===== src/shared/stx_pkg.sv =====
// Purpose: Shared constants and types for the skip, table read and XOR unit.
// Assumes: 8-bit data path, 12-bit program address, 256-word program pages.
// Notes: Bus offsets and the operation encoding are shared with the bench.
package stx_pkg;

    // ----------------------------------------
    // Sizes and fixed values
    // ----------------------------------------
    localparam int DATA_W = 8;
    localparam int PC_W = 12;
    localparam int PAGE_W = 8;
    localparam int RAM_WORDS = 160;
    localparam logic [3:0] LAST_PAGE = 4'hB;
    localparam logic [7:0] ZERO_BYTE = 8'h00;

    // ----------------------------------------
    // Register port offsets
    // ----------------------------------------
    localparam logic [7:0] RAM_TOP = 8'h9F;
    localparam logic [7:0] OFS_ACC = 8'hF0;
    localparam logic [7:0] OFS_STATUS = 8'hF1;
    localparam logic [7:0] OFS_TBL_LO = 8'hF2;
    localparam logic [7:0] OFS_TBL_HI = 8'hF3;
    localparam logic [7:0] OFS_LATCH = 8'hF4;
    localparam logic [7:0] OFS_CTRL = 8'hF5;

    // ----------------------------------------
    // Field positions and reset values
    // ----------------------------------------
    localparam int ST_CARRY = 0;
    localparam int ST_AUX = 1;
    localparam int ST_ZERO = 2;
    localparam int ST_OVF = 3;
    localparam int ST_PDOWN = 4;
    localparam int ST_WDT = 5;
    localparam int CTRL_HI_EN = 0;
    localparam logic [7:0] RST_BYTE = 8'h00;
    localparam logic [5:0] RST_STATUS = 6'h00;
    localparam logic RST_HI_EN = 1'b0;

    // ----------------------------------------
    // Operations and states
    // ----------------------------------------
    typedef enum logic [3:0] {
        OP_NOP = 4'h0,
        OP_SKIP_NULL = 4'h1,
        OP_COPY_SKIP = 4'h2,
        OP_SKIP_BIT = 4'h3,
        OP_TBL_CUR = 4'h4,
        OP_TBL_LAST = 4'h5,
        OP_XOR_MEM = 4'h6,
        OP_XOR_TO_MEM = 4'h7,
        OP_XOR_IMM = 4'h8
    } stx_op_e;

    typedef enum logic [1:0] {
        ST_IDLE = 2'h0,
        ST_DUMMY = 2'h1,
        ST_ROM = 2'h2,
        ST_CAPT = 2'h3
    } stx_state_e;

endpackage : stx_pkg

===== src/hdl/stx_exec.sv =====
// Purpose: Executes the skip tests, table reads and XOR operations of the core.
// Assumes: One instruction per clock as the machine cycle; ROM answers one cycle after a read.
// Notes: Owns data memory, accumulator, status, table pointers and the high-byte latch.
// How it works
// - Null byte test discards the prefetched instruction with a dummy cycle, else one cycle.
// - Copy byte to accumulator, then skip with a dummy cycle when it is null.
// - Bit test skips with a dummy cycle when the chosen bit is clear.
// - High pointer enabled: ROM address uses both pointers; low to memory, high to latch.
// - High pointer disabled: current page plus low pointer; low to memory, high to latch.
// - Last-page read uses page LAST_PAGE (0xB) plus low pointer; same byte placement.
// - XOR of accumulator and memory byte goes into the accumulator.
// - XOR of accumulator and memory byte goes into memory and updates zero flag.
// - XOR of accumulator and instruction constant goes to accumulator, updates zero flag.
`timescale 1ns/1ps
module stx_exec #(
    parameter int PC_W = stx_pkg::PC_W,
    parameter int RAM_WORDS = stx_pkg::RAM_WORDS
) (
    input wire logic clock,
    input wire logic nrst,
    input wire logic ins_valid,
    input wire logic [3:0] ins_op,
    input wire logic [7:0] ins_addr,
    input wire logic [2:0] ins_bit,
    input wire logic [7:0] ins_imm,
    input wire logic [PC_W-1:0] pc,
    output logic ins_ready_reg,
    output logic discard_reg,
    output logic rom_rd_reg,
    output logic [PC_W-1:0] rom_addr_reg,
    input wire logic [15:0] rom_data,
    input wire logic [7:0] bus_addr,
    input wire logic [7:0] bus_wdata,
    input wire logic bus_wr,
    input wire logic bus_rd,
    output logic [7:0] bus_rdata_reg,
    output logic [7:0] acc_out_reg,
    output logic zero_flag_reg
);

    // ----------------------------------------
    // State
    // ----------------------------------------
    localparam int HI_W = PC_W - stx_pkg::PAGE_W;

    logic [7:0] ram [RAM_WORDS];
    stx_pkg::stx_state_e state_reg, state_next;
    logic [7:0] acc_reg, acc_next;
    logic [5:0] status_reg, status_next;
    logic [7:0] tbl_lo_reg, tbl_lo_next;
    logic [HI_W-1:0] tbl_hi_reg, tbl_hi_next;
    logic [7:0] latch_reg, latch_next;
    logic hi_en_reg, hi_en_next;
    logic [7:0] dest_reg, dest_next;
    logic ready_next, discard_next, rom_rd_next;
    logic [PC_W-1:0] rom_addr_next;
    logic [7:0] rdata_next;
    logic ram_we;
    logic [7:0] ram_waddr, ram_wdata;
    logic [7:0] mem_byte, xor_b, xor_res;
    logic xor_zero, take;
    logic ram_hit;

    assign take = ins_valid && ins_ready_reg;
    assign mem_byte = (ins_addr <= stx_pkg::RAM_TOP) ? ram[ins_addr] : stx_pkg::ZERO_BYTE;
    assign xor_b = (ins_op == stx_pkg::OP_XOR_IMM) ? ins_imm : mem_byte;
    assign ram_hit = (bus_addr <= stx_pkg::RAM_TOP);

    stx_xor_unit #(
        .W(8)
    ) u_xor (
        .a(acc_reg),
        .b(xor_b),
        .result(xor_res),
        .zero(xor_zero)
    );

    // ----------------------------------------
    // Execution sequencing
    // ----------------------------------------
    // Bus writes to data memory lose to an instruction write in the same
    // cycle; the core owns memory while it executes.
    always_comb
    begin
        state_next = state_reg;
        acc_next = acc_reg;
        status_next = status_reg;
        tbl_lo_next = tbl_lo_reg;
        tbl_hi_next = tbl_hi_reg;
        latch_next = latch_reg;
        hi_en_next = hi_en_reg;
        dest_next = dest_reg;
        discard_next = 1'b0;
        rom_rd_next = 1'b0;
        rom_addr_next = rom_addr_reg;
        ram_we = 1'b0;
        ram_waddr = bus_addr;
        ram_wdata = bus_wdata;
        if (bus_wr)
        begin
            ram_we = ram_hit;
            case (bus_addr)
                stx_pkg::OFS_ACC: acc_next = bus_wdata;
                stx_pkg::OFS_STATUS: status_next = bus_wdata[5:0];
                stx_pkg::OFS_TBL_LO: tbl_lo_next = bus_wdata;
                stx_pkg::OFS_TBL_HI: tbl_hi_next = bus_wdata[HI_W-1:0];
                stx_pkg::OFS_CTRL: hi_en_next = bus_wdata[stx_pkg::CTRL_HI_EN];
                default: ;
            endcase
        end
        case (state_reg)
            stx_pkg::ST_IDLE:
            begin
                if (take)
                begin
                    case (ins_op)
                        stx_pkg::OP_SKIP_NULL:
                        begin
                            if (mem_byte == stx_pkg::ZERO_BYTE)
                            begin
                                discard_next = 1'b1;
                                state_next = stx_pkg::ST_DUMMY;
                            end
                        end
                        stx_pkg::OP_COPY_SKIP:
                        begin
                            acc_next = mem_byte;
                            if (mem_byte == stx_pkg::ZERO_BYTE)
                            begin
                                discard_next = 1'b1;
                                state_next = stx_pkg::ST_DUMMY;
                            end
                        end
                        stx_pkg::OP_SKIP_BIT:
                        begin
                            if (!mem_byte[ins_bit])
                            begin
                                discard_next = 1'b1;
                                state_next = stx_pkg::ST_DUMMY;
                            end
                        end
                        stx_pkg::OP_TBL_CUR:
                        begin
                            rom_rd_next = 1'b1;
                            dest_next = ins_addr;
                            state_next = stx_pkg::ST_ROM;
                            if (hi_en_reg)
                            begin
                                rom_addr_next = {tbl_hi_reg, tbl_lo_reg};
                            end
                            else
                            begin
                                rom_addr_next = {pc[PC_W-1:stx_pkg::PAGE_W], tbl_lo_reg};
                            end
                        end
                        stx_pkg::OP_TBL_LAST:
                        begin
                            rom_rd_next = 1'b1;
                            dest_next = ins_addr;
                            state_next = stx_pkg::ST_ROM;
                            rom_addr_next = {HI_W'(stx_pkg::LAST_PAGE), tbl_lo_reg};
                        end
                        stx_pkg::OP_XOR_MEM, stx_pkg::OP_XOR_IMM:
                        begin
                            acc_next = xor_res;
                            status_next[stx_pkg::ST_ZERO] = xor_zero;
                        end
                        stx_pkg::OP_XOR_TO_MEM:
                        begin
                            ram_we = (ins_addr <= stx_pkg::RAM_TOP);
                            ram_waddr = ins_addr;
                            ram_wdata = xor_res;
                            status_next[stx_pkg::ST_ZERO] = xor_zero;
                        end
                        default: ;
                    endcase
                end
            end
            stx_pkg::ST_DUMMY:
            begin
                state_next = stx_pkg::ST_IDLE;
            end
            stx_pkg::ST_ROM:
            begin
                state_next = stx_pkg::ST_CAPT;
            end
            stx_pkg::ST_CAPT:
            begin
                // Status stays as it is for every table read.
                ram_we = (dest_reg <= stx_pkg::RAM_TOP);
                ram_waddr = dest_reg;
                ram_wdata = rom_data[7:0];
                latch_next = rom_data[15:8];
                state_next = stx_pkg::ST_IDLE;
            end
            default:
            begin
                state_next = stx_pkg::ST_IDLE;
            end
        endcase
        ready_next = (state_next == stx_pkg::ST_IDLE);
    end

    // ----------------------------------------
    // Read port
    // ----------------------------------------
    always_comb
    begin
        rdata_next = stx_pkg::ZERO_BYTE;
        if (bus_rd)
        begin
            if (ram_hit)
            begin
                rdata_next = ram[bus_addr];
            end
            else
            begin
                case (bus_addr)
                    stx_pkg::OFS_ACC: rdata_next = acc_reg;
                    stx_pkg::OFS_STATUS: rdata_next = {2'h0, status_reg};
                    stx_pkg::OFS_TBL_LO: rdata_next = tbl_lo_reg;
                    stx_pkg::OFS_TBL_HI: rdata_next = 8'(tbl_hi_reg);
                    stx_pkg::OFS_LATCH: rdata_next = latch_reg;
                    stx_pkg::OFS_CTRL: rdata_next = {7'h00, hi_en_reg};
                    default: rdata_next = stx_pkg::ZERO_BYTE;
                endcase
            end
        end
    end

    // ----------------------------------------
    // Registers
    // ----------------------------------------
    always_ff @(posedge clock)
    begin
        if (!nrst)
        begin
            state_reg <= stx_pkg::ST_IDLE;
            acc_reg <= stx_pkg::RST_BYTE;
            status_reg <= stx_pkg::RST_STATUS;
            tbl_lo_reg <= stx_pkg::RST_BYTE;
            tbl_hi_reg <= '0;
            latch_reg <= stx_pkg::RST_BYTE;
            hi_en_reg <= stx_pkg::RST_HI_EN;
            dest_reg <= stx_pkg::RST_BYTE;
            ins_ready_reg <= 1'b0;
            discard_reg <= 1'b0;
            rom_rd_reg <= 1'b0;
            rom_addr_reg <= '0;
            bus_rdata_reg <= stx_pkg::RST_BYTE;
            acc_out_reg <= stx_pkg::RST_BYTE;
            zero_flag_reg <= 1'b0;
        end
        else
        begin
            state_reg <= state_next;
            acc_reg <= acc_next;
            status_reg <= status_next;
            tbl_lo_reg <= tbl_lo_next;
            tbl_hi_reg <= tbl_hi_next;
            latch_reg <= latch_next;
            hi_en_reg <= hi_en_next;
            dest_reg <= dest_next;
            ins_ready_reg <= ready_next;
            discard_reg <= discard_next;
            rom_rd_reg <= rom_rd_next;
            rom_addr_reg <= rom_addr_next;
            bus_rdata_reg <= rdata_next;
            acc_out_reg <= acc_next;
            zero_flag_reg <= status_next[stx_pkg::ST_ZERO];
        end
    end

    // Memory contents are not cleared by reset, as in the real array.
    always_ff @(posedge clock)
    begin
        if (nrst && ram_we)
        begin
            ram[ram_waddr] <= ram_wdata;
        end
    end

endmodule : stx_exec


===== src/hdl/stx_xor_unit.sv =====
// Purpose: Bytewise exclusive-OR with a zero detect.
// Assumes: Purely combinational; the caller registers the outputs.
// Notes: Shared by all three XOR forms so the zero test is identical.
`timescale 1ns/1ps
module stx_xor_unit #(
    parameter int W = 8
) (
    input wire logic [W-1:0] a,
    input wire logic [W-1:0] b,
    output logic [W-1:0] result,
    output logic zero
);

    always_comb
    begin
        result = a ^ b;
        zero = (result == '0);
    end

endmodule : stx_xor_unit


===== config.mk =====
export PLATFORM = sky130hd
export DESIGN_NAME = stx_exec
export DESIGN_NICKNAME = d
export VERILOG_FILES = /design/src/shared/stx_pkg.sv /design/src/hdl/stx_exec.sv /design/src/hdl/stx_xor_unit.sv
export SDC_FILE = /design/constraint.sdc
export NUM_CORES = 2
export LEC_CHECK = 0
export BUFFER_PORTS_ARGS = -buffer_cell sky130_fd_sc_hd__buf_4
export CAP_MARGIN = 20
export CORE_MARGIN = 4
export CORE_UTILIZATION = 45
export DETAILED_ROUTE_END_ITERATION = 8
export GPL_ROUTABILITY_DRIVEN = 0
export SETUP_SLACK_MARGIN = 0.3
export SLEW_MARGIN = 20
export SYNTH_ARGS = -nofsm -noshare
export SYNTH_HDL_FRONTEND = slang
export SYNTH_SLANG_ARGS = --single-unit

===== constraint.sdc =====
create_clock -name clock -period 15.4 [get_ports clock]
set_input_delay 0.77 -clock clock [delete_from_list [all_inputs] [get_ports clock]]
set_output_delay 0.77 -clock clock [all_outputs]
set_load 0.01 [all_outputs]

; Word level (Yosys, flattened, before mapping)
; Memories as Yosys holds them, arrays and structs flattened.
; Index checks and enable logic that the tools add are counted.
[op_classes]
div = 0
n_reduce_logical = 20
mul = 0
n_bitwise = 1
n_eq_ne = 17
shifts = 0
order_cmp = 4
add_sub_neg = 0
muxes = 39
[op_table]
columns = operator, n
row1 = $mux W8, 11
row2 = $eq A8 B8 Y1 const B, 6
row3 = $pmux W8 S2, 3
row4 = $pmux W8 S6, 1
row5 = $le A8 B8 Y1 const B, 3
row6 = $pmux W12 S2, 1
row7 = $eq A4 B3 Y1 const B, 4
row8 = $logic_not A8 Y1, 2
row9 = $mux W1, 12
row10 = $mux W12, 1
row11 = $pmux W2 S3, 2
row12 = $reduce_and A2 Y1, 5
row13 = $reduce_and A3 Y1, 3
row14 = $eq A4 B2 Y1 const B, 2
row15 = $reduce_or A2 Y1, 4
row16 = $xor A8 B8 Y8, 1
row17 = $mux W2, 3
row18 = $mux W3, 2
row19 = $eq A2 B2 Y1 const B, 2
row20 = $eq A4 B1 Y1 const B, 1
row21 = $eq A4 B4 Y1 const B, 1
row22 = $logic_not A2 Y1, 2
row23 = $lt A3 B4 Y1 const B, 1
row24 = $pmux W1 S2, 2
row25 = 5 further kinds, 6
[word_totals]
reg_bits = 68
latchBits = 0
input_bits = 72
output_inout_bits = 32
romBits = 0
memories = 1
ramBits = 1280
elab_cells = 96
[memory_table]
columns = memory, depth, word_bits, rd, rd_ports_with_merged_regs, write_ports, line
row1 = ram, 160, 8, 2, 0, 1, stx_exec.sv:46  ; logic [7:0] ram [RAM_WORDS];

; Longest topological paths before layout
[logic_depth]
ltp_word = 9
mapped_depth = 17
mapped_depth_nobuf = 11

; By module
; A second synthesis with hierarchy kept.
[hier_totals]
hier_cells = 3418
area_unflattened_um2 = 63962.6
[modules_own_cells]
columns = module, n_inst, area_each_um2, seq_area_each_um2, cells_each
row1 = stx_exec, 1, 63873.8, 39798.2, 3407
row2 = stx_xor_unit, 1, 88.8, 0.0, 11

; Least setup slack after synthesis
; No wires, ideal clock.
[synth_path]
path_type = in2reg
from = input ins_addr[0]
to = memory ram[0][5], data pin
setup_slack_ns = 4.426
path_buffers = 3
t_required_ns = 13.955
cell_stages = 12
setup_time_ns = 1.445
t_arrival_ns = 9.530
cell_sequence = buf_6 -> buf_8 -> buf_4 -> mux4_2 -> mux4_2 -> mux2_2 -> nand3_1 -> a21boi_0 -> a21oi_1 -> xor2_1 -> a22oi_1 -> o21ai_0
[synth_via]
elab_chain_cells = 7
elab_cells_between_ends = 8
classes_between = order compare (1) / mux (5) / bitwise (1) / memory (1)
[synth_lines]
columns = element, line
row1 = start: declaration, stx_exec.sv:23  ; input wire logic [7:0] ins_addr,
row2 = $mem_v2 Z160 W8 or $le A8 B8 Y1 (tied branches), -
row3 = $mux W8 (*), stx_exec.sv:65  ; assign mem_byte = (ins_addr <= stx_pkg::RAM_TOP) ? ram[ins_addr] : stx_pkg::ZERO_BYTE;
row4 = $mux W8 (*), stx_exec.sv:66  ; assign xor_b = (ins_op == stx_pkg::OP_XOR_IMM) ? ins_imm : mem_byte;
row5 = $xor A8 B8 Y8 (*), stx_xor_unit.sv:16  ; result = a ^ b;
row6 = $mux W8 (*), stx_exec.sv:116  ; case (ins_op)
row7 = $mux W8 (*), stx_exec.sv:114  ; if (take)
row8 = $pmux W8 S2 (*), stx_exec.sv:111  ; case (state_reg)
row9 = via ram_wdata[5], stx_exec.sv:59  ; logic [7:0] ram_waddr, ram_wdata;
row10 = end: declaration, stx_exec.sv:46
; Mark *: on every way through the listed nets, which the timed path passes. The rest lies on a longest branch.

; Worst setup path after layout
[layout_path]
from = input ins_addr[0]
to = memory ram[127][5], data pin
; The elaborated chain is that of the path after synthesis.

==> results.tsv <==
stage	metric	value	unit
timing	Hold Vio Cnt, Final	0	
cts	CTS clk-pin slew, worst paths	0.06	ns
cts	CTS Buf Count	145	
pwr	leakage	22.5	nW
detailed_routing	via/cell ratio	6.71	
die	row count	138	
die	Placeable Area	142000	um2
timing	slew margin rel.	18.0	%
synthesis	Cells after Synth	3448	
synthesis	Yosys top cell area share	59.8	%
cts	worst-skew pair later-pin latency	0.80	ns
synthesis	Synth Cell Area	64200	um2
critical_path	CP max stage delay	0.84	ns
detailed_routing	Via Count	37196	
cells_and_area	FILL cells	11500	
worst_hold_path	hold path depth	3	
global_routing	grt ovf	0	
critical_path	Crit Path Class	input port to flip-flop	
synthesis	main flop type after synthesis	edfxtp_1	
cts	CTS tree	done	
die	DIE AREA	149000	um2
cts	root cell of the clock tree	clkbuf_16	
synthesis	post-synthesis sequential area ratio	61.9	%
critical_path	CP max FO	96	
pwr	Max VDD drop	0.112	mV
timing	Worst-Margin Slew	1.23	ns
placement	setup slack at placement	7.42	ns
critical_path	Data required, critical path	15.84	ns
cts	clock buffer depth	3	
timing	unrepaired setup endpoints after global routing	false	
synthesis	top-count cell post-synth	edfxtp_1	
critical_path	crit path cell chain	buf_8 -> buf_12 -> buf_4 -> buf_4 -> mux4_2 -> mux4_2 -> mux2_2 -> nand3_1 -> a21boi_0 -> a21oi_1 -> xor2_1 -> a22oi_1 -> o21ai_4 -> buf_4 -> buf_4	
die	initial core utilization	45.3	%
cells_and_area	share of cells above drive strength 1	32.5	%
synthesis	YS warnings	0	
cts	CTS resizes	0	
run	MaxCap Viol Count	0	
global_routing	vias in the first global route	36481	
critical_path	CP startpoint kind	input port	
run_status	status	completed	
synthesis	post-synthesis async set-or-reset flop share	0	%
worst_hold_path	Hold Crit Class	input port to flip-flop	
cts	CTS Sinks	1348	
global_routing	first-pass GRT wire length	280000	um
die	chip height	386	um
critical_path	CP dominant cell by count	buf_4	
pwr	cell area power density	115	nW/um2
global_routing	largest net degree at the start of global routing	113	
synthesis	EDFF count, synth	1280	
die	io pins	104	
cts	post-CTS setup repair buffer count	0	
timing	clk_skew	0.0427	ns
timing	Slew Limit Fails	0	
placement	Cells after DPL	5284	
die	Die X	386	um
synthesis	syn avg cell area	18.6	um2
cells_and_area	post-route insts no fill	5544	
detailed_routing	DRT iter0 DRCs	5021	
timing	Setup TNS	0	ns
synthesis	most frequent cells after synthesis	1280 x edfxtp_1, 692 x mux4_2, 285 x nor2_1, 167 x nand2_1, 160 x mux2i_1	
cells_and_area	number of flip-flops in the largest register	1280	
critical_path	worst r2r path cells	13	
critical_path	Slowest cell on crit path	buf_4	
synthesis	Net Count, Synth	3523	
synthesis	Synth area leaders	edfxtp_1 60%, mux4_2 24%, mux2i_1 2.5%	
pwr	Final Power	8.20	mW
cells_and_area	synthesis-to-layout area growth	11.4	%
synthesis	post-synth top area cell	edfxtp_1	
critical_path	crit path DAT	7.65	ns
placement	Detailed Place HPWL	127000	um
detailed_routing	# DRC	0	
global_routing	Overall Global Routing Usage	26.8	%
cts	hold buffer count at cts	0	
synthesis	Seq cells post-synth	1348	
synthesis	Yosys cell types	85	
global_routing	initial antenna violation count	5	
critical_path	slack of the worst reg-to-reg path	9.86	ns
detailed_routing	Final ANT Viol Nets	0	
timing	Max Clk Rate	0.139	GHz
detailed_routing	drt first pass iters	6	
timing	Final setup violation count	0	
timing	Setup WS post-layout	8.19	ns
detailed_routing	Routed WL per cell	35.8	um
cts	CTS H-Tree Depth	4	
timing	Period Utilization, post-route	46.8	%
timing	crit path time final	7.21	ns
placement	PortBufs	95	
cells_and_area	Net count, final	3618	
detailed_routing	Routed WL	199000	um
critical_path	Setup crit end kind	flip-flop	
final cells by class:
class / count / area [um2] / area share (%)
clock buffers: 177 / 3910 / 5.46
inverters: 12 / 45.0 / 0.0629
multi-input cells: 1829 / 23100 / 32.2
diodes: 2 / 5.00 / 0.00699
flip-flops and latches: 1348 / 39800 / 55.6
well taps: 1890 / 2360 / 3.30
repair buffers: 207 / 1690 / 2.35
clock inverters: 79 / 702 / 0.980
path summary, 6_finish.rpt:
path,start,endpoint
setup reg to reg,ram[106][5],ram[127][5]
setup / recovery,ins_addr[0],ram[127][5]
hold / removal,rom_data[8],latch_reg[0]
hold reg to reg,dest_reg[1],dest_reg[1]
layout by cell type (no fill, tap or decap), types with 23 or more instances in the layout:
cell type and n:
edfxtp_1 1280, a22oi_1 39, a21oi_1 55, clkinv_2 30, nor2_2 24, clkinv_1 24, nand3_1 37, mux2i_1 160
nand2_1 167, o22ai_1 26, buf_4 192, nor3_1 31, nor2_1 261, nor2b_1 30, clkbuf_16 151, dfxtp_1 68
mux2_2 27, mux4_2 692, clkbuf_1 23, o21ai_0 39
through the flow:
| step | hold WS (ns) | util [%] | cell area (um2) |
|---|---|---|---|
| global route | 0.224 | 50.5 | 71600 |
| global placement | 0.448 | 47.2 | 66900 |
| finish | 0.246 | 50.5 | 71600 |
| floorplan | 0.437 | - | 64200 |
| detailed placement | 0.452 | 47.2 | 66900 |
| CTS | 0.204 | 50.4 | 71500 |
power breakdown:
group,switching (mW),total (mW),internal [mW]
sequential,0.00291,4.05,4.04
clock,1.45,3.43,1.98
combinational,0.451,0.718,0.267
total,1.90,8.20,6.29
critical path, delay by kind of cell:
kind | cells | cell delay, ns
multiplexers | 3 | 1.43
AO/OA/AOI/OAI | 4 | 0.93
AND/OR/NAND/NOR | 1 | 0.11
buffers and inverters | 6 | 3.50
XOR/XNOR | 1 | 0.28
cells by family after synthesis:
logic type      synth area share [%]
compound gates                  3.13
xor+xnor                       0.123
fa+ha+maj                     0.0584
buf+inv                         2.38
flops                           61.9
mux                             28.0
simple gates                    4.36
per-layer routing:
metal  vias up  GRT usage, %  part of all wire [%]  wire (um)
li1      14795             -                     -          -
met1     19859          38.3                    40      79600
met2      2194          40.4                    46      91000
met3       346          6.62                    10      20800
met4         2          9.30                   3.6       7120
met5         -             0                0.0091         18
Power figures use the tool's default switching activity.
